===== src/ssc_consts.vh =====
`ifndef SSC_CONSTS_VH
`define SSC_CONSTS_VH

// ============================================================
// Line word layout of an SPI-4.2 control word.
`define SSC_WORD_W          16
`define SSC_CW_TYPE_BIT     15
`define SSC_CW_EOPS_HI      14
`define SSC_CW_EOPS_LO      13
`define SSC_CW_SOP_BIT      12
`define SSC_CW_ADDR_HI      11
`define SSC_CW_ADDR_LO      4
`define SSC_CW_DIP_HI       3
`define SSC_CW_DIP_LO       0
`define SSC_DIP_FILL        4'hF

// ============================================================
// Training pattern and its reporting length.
`define SSC_TRAIN_CTRL_WORD 16'h0FFF
`define SSC_TRAIN_DATA_WORD 16'hF000
`define SSC_TRAIN_REPS      4'hA
`define SSC_TRAIN_HOLD      5'h14

// ============================================================
// Framing, spacing and synchronisation counts.
`define SSC_FRAMING_STATUS  2'h3
`define SSC_MIN_SOP_SPACING 4'h8
`define SSC_LOSS_COUNT      3'h4
`define SSC_GAIN_COUNT      3'h4

// ============================================================
// Fault cause bit positions.
`define SSC_CAUSE_SOP_SPACE 0
`define SSC_CAUSE_EOP_NODAT 1
`define SSC_CAUSE_PAY_NODAT 2
`define SSC_CAUSE_DIP4      3
`define SSC_CAUSE_RSVD_CW   4
`define SSC_CAUSE_ADDR_NZ   5
`define SSC_CAUSE_W         8

`endif


===== src/ssc_ddr_capture.v =====
`timescale 1ns/1ps
`default_nettype none
`include "ssc_consts.vh"

// ============================================================
// Double edge capture of the line bus against the sampled line clock.
module ssc_ddr_capture (
  input  wire                    core_clk,
  input  wire                    rst_b,
  input  wire                    line_clk,
  input  wire [`SSC_WORD_W-1:0]  line_bus,
  input  wire                    line_ctrl,
  output wire                    line_rise,
  output reg                     word_strobe,
  output reg  [`SSC_WORD_W-1:0]  word,
  output reg                     word_ctrl
);

  // Previous line clock sample; left out of reset so the status divider keeps running.
  reg line_clk_q = 1'b0;

  // The line clock is a free running source clock, so its edges are seen during reset too.
  always @(posedge core_clk) begin
    line_clk_q <= line_clk;
  end

  // A rising line clock edge steps the status clock divider.
  assign line_rise = line_clk & ~line_clk_q;

  // Every change of the line clock, rising or falling, takes one bus word.
  always @(posedge core_clk) begin
    if (!rst_b) begin
      word_strobe <= 1'b0;
      word        <= 16'h0000;
      word_ctrl   <= 1'b0;
    end else begin
      word_strobe <= line_clk ^ line_clk_q;
      if (line_clk ^ line_clk_q) begin
        word      <= line_bus;
        word_ctrl <= line_ctrl;
      end
    end
  end

endmodule

`default_nettype wire


===== src/ssc_status_tx.v =====
`timescale 1ns/1ps
`default_nettype none
`include "ssc_consts.vh"

// ============================================================
// Status clock divider and two bit status output.
module ssc_status_tx (
  input  wire       core_clk,
  input  wire       rst_b,
  input  wire       line_rise,
  input  wire       div_eighth,
  input  wire       force_framing,
  input  wire [1:0] status_in,
  output reg        status_clk,
  output reg  [1:0] status_bits
);

  // Divider state is power-up initialised and not reset, so the clock never stops.
  reg  [1:0] div_cnt = 2'h0;
  // Toggle point: every second rise for a quarter rate, every fourth for an eighth.
  wire       div_hit;
  // A falling status clock edge, used to launch the next status pair.
  wire       fall_now;

  assign div_hit  = line_rise & (div_eighth ? (div_cnt == 2'h3) : div_cnt[0]);
  assign fall_now = div_hit & status_clk;

  // Divider runs regardless of reset or enable.
  always @(posedge core_clk) begin
    if (line_rise) begin
      div_cnt <= div_cnt + 2'h1;
    end
    if (div_hit) begin
      status_clk <= ~status_clk;
    end
  end

  initial status_clk = 1'b0;

  // Status pairs change on the falling edge so the peer samples them on the rising edge.
  always @(posedge core_clk) begin
    if (!rst_b) begin
      status_bits <= `SSC_FRAMING_STATUS;
    end else if (force_framing) begin
      status_bits <= `SSC_FRAMING_STATUS;
    end else if (fall_now) begin
      status_bits <= status_in;
    end
  end

endmodule

`default_nettype wire


===== src/ssc_sink_control_status.v =====
// Function
// - Sample bus on both line clock edges.
// - Line bus is sixteen bits wide.
// - Control flag high marks a control word.
// - Reset clears all but line clock sample and status divider.
// - Reset: out of frame, path cleared.
// - Reset: send framing and keep status clock.
// - Flush clears buffer path, keeps frame.
// - After flush, drop words until SOP.
// - Disabled: out of frame, stop storing.
// - Disabled: flags low, framing, clock running.
// - Out of sync when disabled or lost.
// - Out of sync drops when regained.
// - Fault pulse for packet-less protocol errors.
// - Eight bit cause vector with fault.
// - Causes: SOP spacing, bare EOP, bare payload.
// - Causes: DIP4, reserved word, nonzero address.
// - Top two cause bits held low.
// - Training flag held for twenty words.
`timescale 1ns/1ps
`default_nettype none
`include "ssc_consts.vh"

// ============================================================
// Receive sink line interface with control and status logic.
module ssc_sink_control_status #(
  parameter [3:0] MIN_SOP_SPACING = `SSC_MIN_SOP_SPACING,
  parameter [2:0] LOSS_COUNT      = `SSC_LOSS_COUNT,
  parameter [2:0] GAIN_COUNT      = `SSC_GAIN_COUNT
) (
  input  wire                    core_clk,
  input  wire                    rst_b,
  input  wire                    rx_line_clock,
  input  wire [`SSC_WORD_W-1:0]  rx_line_bus,
  input  wire                    rx_line_ctrl_flag,
  input  wire                    flow_status_clock_divider,
  input  wire [1:0]              flow_status_word,
  input  wire                    buffer_flush_low,
  input  wire                    receiver_enable,
  output wire                    rx_flow_status_clock,
  output wire [1:0]              rx_flow_status_bits,
  output reg                     receiver_out_of_sync,
  output reg                     receiver_protocol_fault,
  output reg  [`SSC_CAUSE_W-1:0] receiver_fault_cause,
  output reg                     training_seen,
  output reg                     buffer_clear,
  output reg                     store_valid,
  output reg  [`SSC_WORD_W-1:0]  store_word,
  output reg                     store_ctrl
);

  // ============================================================
  // Declarations.

  // Captured word stream.
  wire                   ws;
  wire [`SSC_WORD_W-1:0] w;
  wire                   w_ctrl;
  // Rising edge of the line clock for the status divider.
  wire                   line_rise;

  // Enable synchroniser, first and second stage.
  reg                    en_meta;
  reg                    en_sync;

  // Synchronisation tracking.
  reg  [2:0]             loss_cnt;
  reg  [2:0]             gain_cnt;
  // Running parity since the previous control word, including it.
  reg  [`SSC_WORD_W-1:0] dip_acc;
  // History of the previous word for sequencing faults.
  reg                    prev_ctrl;
  reg                    prev_payload;
  // Words since the last start of packet, saturating.
  reg  [3:0]             sop_gap;
  reg                    sop_seen;
  // Training pattern progress and reporting hold.
  reg  [3:0]             train_ctrl_cnt;
  reg  [3:0]             train_data_cnt;
  reg  [4:0]             train_hold;
  reg  [4:0]             next_train_hold;
  // Discard words until a start of packet after a flush.
  reg                    discard;

  // Decoded fields of the current word.
  wire                   is_payload;
  wire [1:0]             eops;
  wire                   is_sop;
  wire [7:0]             addr;
  wire                   is_train_ctrl;
  wire                   is_train_data;
  wire                   dip_ok;
  wire                   train_done;
  wire                   sop_word;
  wire                   store_now;
  // Fault causes of the current word, before framing gating.
  wire [5:0]             cause_now;

  // ============================================================
  // DIP-4 fold of sixteen bits into four.
  function [3:0] ssc_fold4;
    input [15:0] v;
    begin
      ssc_fold4 = v[15:12] ^ v[11:8] ^ v[7:4] ^ v[3:0];
    end
  endfunction

  // ============================================================
  // Line capture and status transmit.

  // Capture both edges of the line clock into a word stream.
  ssc_ddr_capture u_capture (
    .core_clk    (core_clk),
    .rst_b       (rst_b),
    .line_clk    (rx_line_clock),
    .line_bus    (rx_line_bus),
    .line_ctrl   (rx_line_ctrl_flag),
    .line_rise   (line_rise),
    .word_strobe (ws),
    .word        (w),
    .word_ctrl   (w_ctrl)
  );

  // Status clock and status pairs; framing is forced while disabled.
  ssc_status_tx u_status (
    .core_clk      (core_clk),
    .rst_b         (rst_b),
    .line_rise     (line_rise),
    .div_eighth    (flow_status_clock_divider),
    .force_framing (~en_sync),
    .status_in     (flow_status_word),
    .status_clk    (rx_flow_status_clock),
    .status_bits   (rx_flow_status_bits)
  );

  // ============================================================
  // Enable resynchroniser.

  // Enable comes from the status domain; only the second stage is read.
  always @(posedge core_clk) begin
    if (!rst_b) begin
      en_meta <= 1'b0;
      en_sync <= 1'b0;
    end else begin
      en_meta <= receiver_enable;
      en_sync <= en_meta;
    end
  end

  // ============================================================
  // Word decode.

  assign is_payload    = w_ctrl & w[`SSC_CW_TYPE_BIT];
  assign eops          = w[`SSC_CW_EOPS_HI:`SSC_CW_EOPS_LO];
  assign is_sop        = w[`SSC_CW_SOP_BIT];
  assign addr          = w[`SSC_CW_ADDR_HI:`SSC_CW_ADDR_LO];
  assign is_train_ctrl = w_ctrl & (w == `SSC_TRAIN_CTRL_WORD);
  assign is_train_data = ~w_ctrl & (w == `SSC_TRAIN_DATA_WORD);
  assign sop_word      = is_payload & is_sop;

  // The DIP field of the checked word counts as all ones.
  assign dip_ok = (ssc_fold4(dip_acc ^ {w[`SSC_WORD_W-1:4], `SSC_DIP_FILL})
                   == w[`SSC_CW_DIP_HI:`SSC_CW_DIP_LO]);

  // Ten training data words after at least ten training control words.
  assign train_done = ws & is_train_data & (train_ctrl_cnt == `SSC_TRAIN_REPS)
                      & (train_data_cnt == (`SSC_TRAIN_REPS - 4'h1));

  assign cause_now[`SSC_CAUSE_SOP_SPACE] = sop_word & sop_seen & (sop_gap < MIN_SOP_SPACING);
  assign cause_now[`SSC_CAUSE_EOP_NODAT] = w_ctrl & (eops != 2'h0) & prev_ctrl;
  assign cause_now[`SSC_CAUSE_PAY_NODAT] = w_ctrl & prev_payload;
  assign cause_now[`SSC_CAUSE_DIP4]      = w_ctrl & ~w[`SSC_CW_TYPE_BIT] & ~dip_ok;
  assign cause_now[`SSC_CAUSE_RSVD_CW]   = w_ctrl & ~w[`SSC_CW_TYPE_BIT] & is_sop;
  assign cause_now[`SSC_CAUSE_ADDR_NZ]   = w_ctrl & ~w[`SSC_CW_TYPE_BIT] & ~is_train_ctrl
                                           & (addr != 8'h00);

  // Words are stored only when enabled, in frame and not discarding; the SOP word ending a discard is stored too.
  assign store_now = ws & en_sync & ~receiver_out_of_sync & (~discard | (w_ctrl & sop_word));

  // ============================================================
  // Word history, parity and SOP spacing.

  // Bookkeeping follows every captured word while enabled.
  always @(posedge core_clk) begin
    if (!rst_b || !en_sync) begin
      dip_acc      <= 16'h0000;
      prev_ctrl    <= 1'b0;
      prev_payload <= 1'b0;
      sop_gap      <= 4'h0;
      sop_seen     <= 1'b0;
    end else if (ws) begin
      dip_acc      <= w_ctrl ? w : (dip_acc ^ w);
      prev_ctrl    <= w_ctrl;
      prev_payload <= is_payload;
      if (sop_word) begin
        sop_gap  <= 4'h0;
        sop_seen <= 1'b1;
      end else if (sop_gap < MIN_SOP_SPACING) begin
        sop_gap <= sop_gap + 4'h1;
      end
    end
  end

  // ============================================================
  // Training pattern decoder.

  // Any word breaking the pattern restarts it; a run of control words may be longer than ten.
  always @(posedge core_clk) begin
    if (!rst_b || !en_sync) begin
      train_ctrl_cnt <= 4'h0;
      train_data_cnt <= 4'h0;
    end else if (ws) begin
      if (is_train_ctrl) begin
        train_data_cnt <= 4'h0;
        if (train_data_cnt != 4'h0) begin
          train_ctrl_cnt <= 4'h1;
        end else if (train_ctrl_cnt != `SSC_TRAIN_REPS) begin
          train_ctrl_cnt <= train_ctrl_cnt + 4'h1;
        end
      end else if (is_train_data && train_ctrl_cnt == `SSC_TRAIN_REPS && !train_done) begin
        train_data_cnt <= train_data_cnt + 4'h1;
      end else begin
        // A finished pattern or a foreign word clears progress.
        train_ctrl_cnt <= 4'h0;
        train_data_cnt <= 4'h0;
      end
    end
  end

  // Hold counter for the training flag, measured in line words.
  always @* begin
    next_train_hold = train_hold;
    if (train_done) begin
      next_train_hold = `SSC_TRAIN_HOLD;
    end else if (ws && train_hold != 5'h00) begin
      next_train_hold = train_hold - 5'h01;
    end
  end

  // The flag is reported after decoding, since success is known only at the last word.
  always @(posedge core_clk) begin
    if (!rst_b || !en_sync) begin
      train_hold    <= 5'h00;
      training_seen <= 1'b0;
    end else begin
      train_hold    <= next_train_hold;
      training_seen <= (next_train_hold != 5'h00);
    end
  end

  // ============================================================
  // Frame synchronisation.

  // Lost after consecutive parity failures, regained by good parity or a training pattern.
  always @(posedge core_clk) begin
    if (!rst_b || !en_sync) begin
      receiver_out_of_sync <= 1'b1;
      loss_cnt             <= 3'h0;
      gain_cnt             <= 3'h0;
    end else if (train_done) begin
      receiver_out_of_sync <= 1'b0;
      loss_cnt             <= 3'h0;
      gain_cnt             <= 3'h0;
    end else if (ws && w_ctrl) begin
      if (!dip_ok) begin
        gain_cnt <= 3'h0;
        if (loss_cnt == LOSS_COUNT - 3'h1) begin
          receiver_out_of_sync <= 1'b1;
          loss_cnt             <= 3'h0;
        end else begin
          loss_cnt <= loss_cnt + 3'h1;
        end
      end else begin
        loss_cnt <= 3'h0;
        if (receiver_out_of_sync) begin
          if (gain_cnt == GAIN_COUNT - 3'h1) begin
            receiver_out_of_sync <= 1'b0;
            gain_cnt             <= 3'h0;
          end else begin
            gain_cnt <= gain_cnt + 3'h1;
          end
        end
      end
    end
  end

  // ============================================================
  // Protocol fault reporting.

  // Fault and cause form a one cycle pulse; faults are judged only while in frame.
  always @(posedge core_clk) begin
    if (!rst_b || !en_sync) begin
      receiver_protocol_fault <= 1'b0;
      receiver_fault_cause    <= 8'h00;
    end else if (ws && !receiver_out_of_sync && (cause_now != 6'h00)) begin
      receiver_protocol_fault <= 1'b1;
      receiver_fault_cause    <= {2'h0, cause_now};
    end else begin
      receiver_protocol_fault <= 1'b0;
      receiver_fault_cause    <= 8'h00;
    end
  end

  // ============================================================
  // Buffer flush and discard.

  // The flush leaves framing alone; only the store path is cleared.
  always @(posedge core_clk) begin
    if (!rst_b) begin
      buffer_clear <= 1'b1;
      discard      <= 1'b1;
    end else begin
      buffer_clear <= ~buffer_flush_low;
      if (!buffer_flush_low) begin
        discard <= 1'b1;
      end else if (ws && sop_word && en_sync && !receiver_out_of_sync) begin
        discard <= 1'b0;
      end
    end
  end

  // ============================================================
  // Store path towards the buffer.

  // Disabling stops writes but never touches what is already stored.
  always @(posedge core_clk) begin
    if (!rst_b || !buffer_flush_low) begin
      store_valid <= 1'b0;
      store_word  <= 16'h0000;
      store_ctrl  <= 1'b0;
    end else begin
      store_valid <= store_now;
      if (store_now) begin
        store_word <= w;
        store_ctrl <= w_ctrl;
      end
    end
  end

endmodule

`default_nettype wire


===== config.mk =====
export PLATFORM = sky130hd
export DESIGN_NAME = ssc_sink_control_status
export DESIGN_NICKNAME = d
export VERILOG_FILES = /design/src/ssc_ddr_capture.v /design/src/ssc_status_tx.v /design/src/ssc_sink_control_status.v
export VERILOG_INCLUDE_DIRS = /design/src /design/src/src
export SDC_FILE = /design/constraint.sdc
export NUM_CORES = 1
export LEC_CHECK = 0
export BUFFER_PORTS_ARGS = -buffer_cell sky130_fd_sc_hd__buf_4
export CELL_PAD_IN_SITES_DETAIL_PLACEMENT = 1
export CELL_PAD_IN_SITES_GLOBAL_PLACEMENT = 1
export CORE_AREA = 3 3 101 103
export DETAILED_ROUTE_END_ITERATION = 12
export DIE_AREA = 0 0 104 106
export PLACE_DENSITY = 0.91
export SLEW_MARGIN = 5
export SYNTH_ARGS = -nofsm -noshare
export SYNTH_HDL_FRONTEND = slang
export SYNTH_SLANG_ARGS = --single-unit

===== constraint.sdc =====
create_clock -name core_clk -period 4.4 [get_ports core_clk]
set_input_delay 0.66 -clock core_clk [delete_from_list [all_inputs] [get_ports core_clk]]
set_output_delay 0.66 -clock core_clk [all_outputs]
set_load 0.005 [all_outputs]

==> results of run 1 <==
==> per-layer routing <==
metal  part of all wire [%]  vias up
met2                     54       59
met1                     41     1744
met5                      0        -
li1                       -     1726
met3                    3.3       20
met4                    1.9        0
==> critical path: cells and delay by family, from the launching register on <==
kind | cells | cell delay, ps
compound gates | 2 | 760
flops | 1 | 740
simple gates | 2 | 250
xor+xnor | 1 | 170
buf+inv | 2 | 450
==> flip-flops by register name, indices dropped and copies added, names as in the netlist, 4 cells and up <==
signal,cells
train_ctrl_cnt,4
u_capture.word,16
sop_gap,4
store_word,16
dip_acc,16
train_hold,5
train_data_cnt,4
receiver_fault_cause,6
==> cells by family after synthesis <==
family          after synthesis  synth area share (%)
compound gates               54                  7.61
xor+xnor                     52                  10.6
fa+ha+maj                    12                  3.50
buf+inv                      35                  3.35
flops                        97                  45.9
mux                          18                  4.20
other cells                   1                0.0874
simple gates                225                  24.7
==> area by class of cell <==
type                       instances  share of cell area [%]
multi-input combinational        363                    43.6
clock inverter                     5                    1.25
sequential                        97                    39.4
timing repair buffer              58                    8.71
tap                              129                    3.23
inverter                          13                   0.976
clock buffer                      11                    2.83
==> through the flow <==
step                      utilization (%)  instances  cell area, um^2  setup slack (ps)
final                                53.9        676             5000              1950
after global routing                 53.9        676             5000              1700
after CTS                            53.9        676             5000              1950
after detailed placement             51.7        660             4800              1970
after global placement               51.7        660             4800              2090
after floorplan                         -        495             4300              2410
==> layout by cell type (no fill, tap or decap), types with 3 or more instances in the layout <==
master,count
nor2b_1,23
nor2_1,44
mux2i_1,18
clkbuf_8,10
ha_1,12
edfxtp_1,3
and3_1,3
o21ai_0,7
nor3b_1,4
dfxtp_1,94
inv_1,13
nand3_1,15
a31oi_1,5
nor3_1,8
nand4b_1,3
a21oi_1,29
xor2_1,5
xnor2_1,47
nand4_1,3
nand2b_1,4
nand2_1,100
nor4_1,3
and2_1,3
buf_4,58
==> final timing paths <==
| check | from | endpoint | cells past startpoint |
|---|---|---|---|
| worst max-delay path | u_capture.word_strobe$_SDFF_PN0_ | training_seen$_SDFF_PN0_ | 7 |
| worst min register to register | gain_cnt[2]$_SDFFE_PP0P_ | gain_cnt[2]$_SDFFE_PP0P_ | 2 |
| worst max register to register | u_capture.word_strobe$_SDFF_PN0_ | training_seen$_SDFF_PN0_ | 7 |
| worst min-delay path | rx_line_clock | u_capture.line_clk_q$_DFF_P_ | 1 |
==> where the power goes <==
part | total (W) | switching [W] | internal (W)
Sequential | 0.000934 | 0.0000354 | 0.000898
Clock | 0.000601 | 0.000318 | 0.000283
Combinational | 0.000151 | 0.0000793 | 0.0000720
Total | 0.00169 | 0.000433 | 0.00125
==> results.yml, run 1 <==
synthesis:
  async_flop_share_pct: 0
  synth_warnings: 0
  yosys-top-cells-area: "dfxtp_1 44%, xnor2_1 9.6%, nand2_1 8.7%"
  yosys.area.top_type: "dfxtp_1"
  synth_edf_count: 3
  synthCells: 494
  ys_types: 48
  synth_top_cell_area_share_pct: 43.8
  syn_avg_cell_area_um2: 8.69
  synth_area_um2: 4290
  yosysMostFrequentCell: "nand2_1"
  yosys-top-cells-count: "100 x nand2_1, 94 x dfxtp_1, 47 x xnor2_1, 44 x nor2_1, 29 x a21oi_1"
  synth_flop_cell: "dfxtp_1"
  ys_ff_latch: 97
  ys_seq_area_share_pct: 45.9
layout:
  antenna_cells: 0
  drive_gt1_share_pct: 14.1
  multi_input_area_um2: 2180
  fin_nets: 579
  fillers: 1106
  seq_area_um2: 1970
  area_growth_pct: 16.5
place:
  io_buffer_count: 55
  gp_congestion: 0.810
  dpl.hpwl_um: 8220
clock_tree:
  cts_tree: "built"
  htree_num_levels: 3
  clk_path_buf_depth: 2
  ctsHoldBuffers: 0
  clkTransAtPathRegs_ps: 90
  cts-resized-gates: 0
  cts.sinks: 97
  ctsRootBufferMaster: "clkbuf_8"
  clock_latency_ps: 370
  cts_post_setup_buffers_inserted: 0
  cts_buffers: 9
die:
  initial_core_util_pct: 46.2
  io_pins: 58
  coreArea_um2: 9280
  dieArea_um2: 11000
  die_x_um: 104
  core.rowCount: 35
  die_h_um: 106
global_routing:
  grt_max_degree: 25
  overflow: 0
  grt_pass1_vias: 3742
  grt_use_met1_pct: 22.5
  grt_pass1_wl_um: 18500
  top_usage_layer: "met2"
  use_met2_pct: 39.9
  antenna_found_initial: 0
  grt_use_total_pct: 20.8
  grtUsageMet3_pct: 4.55
routing:
  via_per_inst: 5.25
  drtAntennaViolNets: 0
  drt-pass1-iter-count: 4
  route.detailed.drc: 0
  drt-initial-drc-count: 93
  vias: 3549
  post_drt_wl_per_cell_um: 16.5
  routed_wl_um: 11100
setup_path:
  worstSetupEndpointType: "register"
  arrival_ps: 2740
  cp_data_required_time_ps: 4690
  cp_max_fo: 20
  cp-start-kind: "register"
  path_cells: "buf_4 -> inv_1 -> a31oi_1 -> nand3_1 -> xnor2_1 -> nor2_1 -> a41oi_1"
  path_class: "register to register"
  worst_path_max_delay_cell: "dfxtp_1"
  regToRegSetupSlack_ps: 1950
  max_stage_delay_ps: 740
sta:
  worst_pin_slew_ps: 1030
  holdWs_ps: 407
  min_period_ps: 2450
  hold_viol_final: 0
  finalSetupViolCount: 0
  skew_ps: 11.2
  fmax_mhz: 408
  grt_setup_unrepaired: "no"
  slew_violations: 0
  tns_ps: 0
  finalCritPeriodShare_pct: 55.7
  slew_headroom_pct: 31.6
status:
  status: "finished clean"
power_and_ir_drop:
  power_density_nw_per_um2: 337
  design_power_total_w: 0.00169
  leakagePower_nw: 1.87
  peakVddDrop_mv: 0.227
worst_hold_path:
  worst_hold_path_type: "primary input to register"
job:
  maxCapViolations: 0
(Power assumes the default switching activity.)
==> inputs of run 2 (changes only) <==
Settings changed: ABC_AREA set to 1, CORE_AREA 3 3 101 103 to 3 3 111 113, DIE_AREA 0 0 104 106 to 0 0 114 116, PLACE_DENSITY 0.91 to 0.88.
Clock period 4.4 ns to 2.4 ns, I/O delays scaled along.
==> results.yml, run 2 <==
status:
  status: "finished clean"
power_and_ir_drop:
  peakVddDrop_mv: 0.410
  p_int_w: 0.00273
  swShare_pct: 27.3
  p_seq_share_pct: 45.8
  power_density_nw_per_um2: 660
  combPwrFrac_pct: 12.2
  leakagePower_nw: 2.61
  p_sw_w: 0.00103
  p_clk_share_pct: 42.0
layout:
  fin_nets: 729
  reg_top3: "dip_acc (16), store_word (16), u_capture.word (16)"
  antenna_cells: 0
  final_cell_mix: "151 x nand2_1, 94 x dfxtp_1, 63 x buf_4"
  fin_util_pct: 49.8
  final_common_cell: "nand2_1"
  final_area_um2: 5680
  drive_gt1_share_pct: 19.1
  area_growth_pct: 16.8
routing:
  route.detailed.drc: 0
  via_per_inst: 5.46
  post_drt_wl_per_cell_um: 17.7
  vias: 4588
  drtAntennaViolNets: 0
  drt-initial-drc-count: 222
  drt-pass1-iter-count: 5
  routed_wl_um: 14800
synthesis:
  ys_seq_area_share_pct: 40.5
  yosys-top-cells-area: "dfxtp_1 39%, nand2_1 12%, a21oi_1 5.0%"
  ys_types: 45
  synth_edf_count: 3
  synth_top_cell_area_share_pct: 38.7
  synthCells: 646
  yosys-top-cells-count: "151 x nand2_1, 94 x dfxtp_1, 62 x inv_1, 49 x a21oi_1, 45 x nor2_1"
  synth_flop_cell: "dfxtp_1"
  yosysMostFrequentCell: "nand2_1"
  async_flop_share_pct: 0
  syn_avg_cell_area_um2: 7.53
  synth_area_um2: 4870
  ys_ff_latch: 97
  synth_warnings: 0
  yosys.area.top_type: "dfxtp_1"
clock_tree:
  cts_buffers: 9
  ctsHoldBuffers: 0
  htree_num_levels: 3
  clock_latency_ps: 360
  ctsRootBufferMaster: "clkbuf_16"
  cts_post_setup_buffers_inserted: 0
  cts_tree: "built"
  cts-resized-gates: 0
  cts.sinks: 97
  clk_path_buf_depth: 2
  clkTransAtPathRegs_ps: 70
sta:
  hold_viol_final: 0
  min_period_ps: 1930
  slew_headroom_pct: 39.8
  skew_ps: 7.30
  fmax_mhz: 517
  slew_violations: 0
  tns_ps: 0
  finalCritPeriodShare_pct: 80.6
  grt_setup_unrepaired: "no"
  worst_pin_slew_ps: 901
  holdWs_ps: 117
  finalSetupViolCount: 0
setup_path:
  worstSetupEndpointType: "register"
  cp_data_required_time_ps: 2700
  rr_endpoint: "receiver_fault_cause[4]$_SDFF_PP0_"
  cp-start-kind: "register"
  rr_worst_depth: 10
  arrival_ps: 2240
  r2r_start: "u_capture.word_ctrl$_SDFFE_PN0P_"
  regToRegSetupSlack_ps: 470
  path_class: "register to register"
  cp_max_fo: 11
global_routing:
  overflow: 0
  antenna_found_initial: 0
  grt_max_degree: 36
  grt_use_met1_pct: 27.4
  grt_pass1_wl_um: 24200
  top_usage_layer: "met2"
  grtUsageMet3_pct: 4.86
  grt_use_total_pct: 23.4
  grt_pass1_vias: 4869
  use_met2_pct: 41.9
place:
  io_buffer_count: 55
  gp_congestion: 0.853
  dpl.hpwl_um: 10800
  postPlaceCellArea_um2: 5370
worst_hold_path:
  hold_depth: 1
  worstHoldStart: "rx_line_clock"
  worst_hold_path_type: "primary input to register"
  whs_endpoint: "u_capture.line_clk_q$_DFF_P_"
die:
  core.rowCount: 39
  dieArea_um2: 13200
  die_h_um: 116
  initial_core_util_pct: 42.6
  die_x_um: 114
  io_pins: 58
  coreArea_um2: 11400
job:
  maxCapViolations: 0
[run 2: power by group through the flow]
stage / Combinational (W) / Clock (W) / Sequential [W]
after floorplan: 0.000349 / 0 / 0.00172
after global placement: 0.000433 / 0 / 0.00175
after detailed placement: 0.000452 / 0 / 0.00175
after CTS: 0.000458 / 0.00160 / 0.00172
after global routing: 0.000509 / 0.00169 / 0.00172
final: 0.000458 / 0.00157 / 0.00172
[run 2: kinds of logic (layout without fill, tap and decap cells)]
group / Yosys count / after routing / share of synthesized area [%]
adders and majority gates: 12 / 12 / 3.08
other: 1 / 2 / 0.0770
AOI/OAI and AO/OA: 128 / 128 / 15.0
DFF: 97 / 97 / 40.5
xor gates and xnor gates: 25 / 25 / 4.50
and+or+nand+nor: 276 / 276 / 27.6
buffers and inverters: 107 / 157 / 9.28
[run 2: worst max-delay path by stage]
stage	endpoint	from	cells past startpoint	slack [ps]
after floorplan	training_seen$_SDFF_PN0_	train_hold[0]$_SDFF_PN0_	9	940
after global placement	receiver_out_of_sync$_SDFFE_PN1P_	u_capture.word[12]$_SDFFE_PN0P_	15	590
after detailed placement	receiver_fault_cause[4]$_SDFF_PP0_	u_capture.word_ctrl$_SDFFE_PN0P_	10	510
after CTS	receiver_fault_cause[4]$_SDFF_PP0_	u_capture.word_ctrl$_SDFFE_PN0P_	10	490
after global routing	receiver_fault_cause[4]$_SDFF_PP0_	u_capture.word_ctrl$_SDFFE_PN0P_	10	290
final	receiver_fault_cause[4]$_SDFF_PP0_	u_capture.word_ctrl$_SDFFE_PN0P_	10	470
[run 2: cell type report]
class	instances	area (um^2)
clock buffer	10	229
clock inverter	6	88.8
fill	1448	5730
inverter	78	295
multi-input combinational	443	2450
sequential	97	1970
tap	143	179
timing repair buffer	63	473
[run 2: stage by stage]
| step | total power, W | cells | worst slack, ps |
|---|---|---|---|
| floorplan | 0.00207 | 647 | 936 |
| global placement | 0.00218 | 824 | 595 |
| detailed placement | 0.00221 | 824 | 512 |
| CTS | 0.00377 | 840 | 490 |
| global route | 0.00392 | 840 | 287 |
| finish | 0.00375 | 840 | 467 |
[run 2: critical path, stage by stage (launching register included)]
cell and delay, ps:
dfxtp_1 580, nand2_1 180, nor2_2 180, inv_1 80, nor3_1 270, a31oi_1 80, nand3_1 120, nand2_2 90
nand2_2 100, nand3_1 110, inv_1 80
[run 2: metal layers]
metal / wire length (um) / part of all wire, %
met1: 6180 / 42
met2: 7580 / 51
met3: 748 / 5.0
met4: 323 / 2.2
met5: 0 / 0
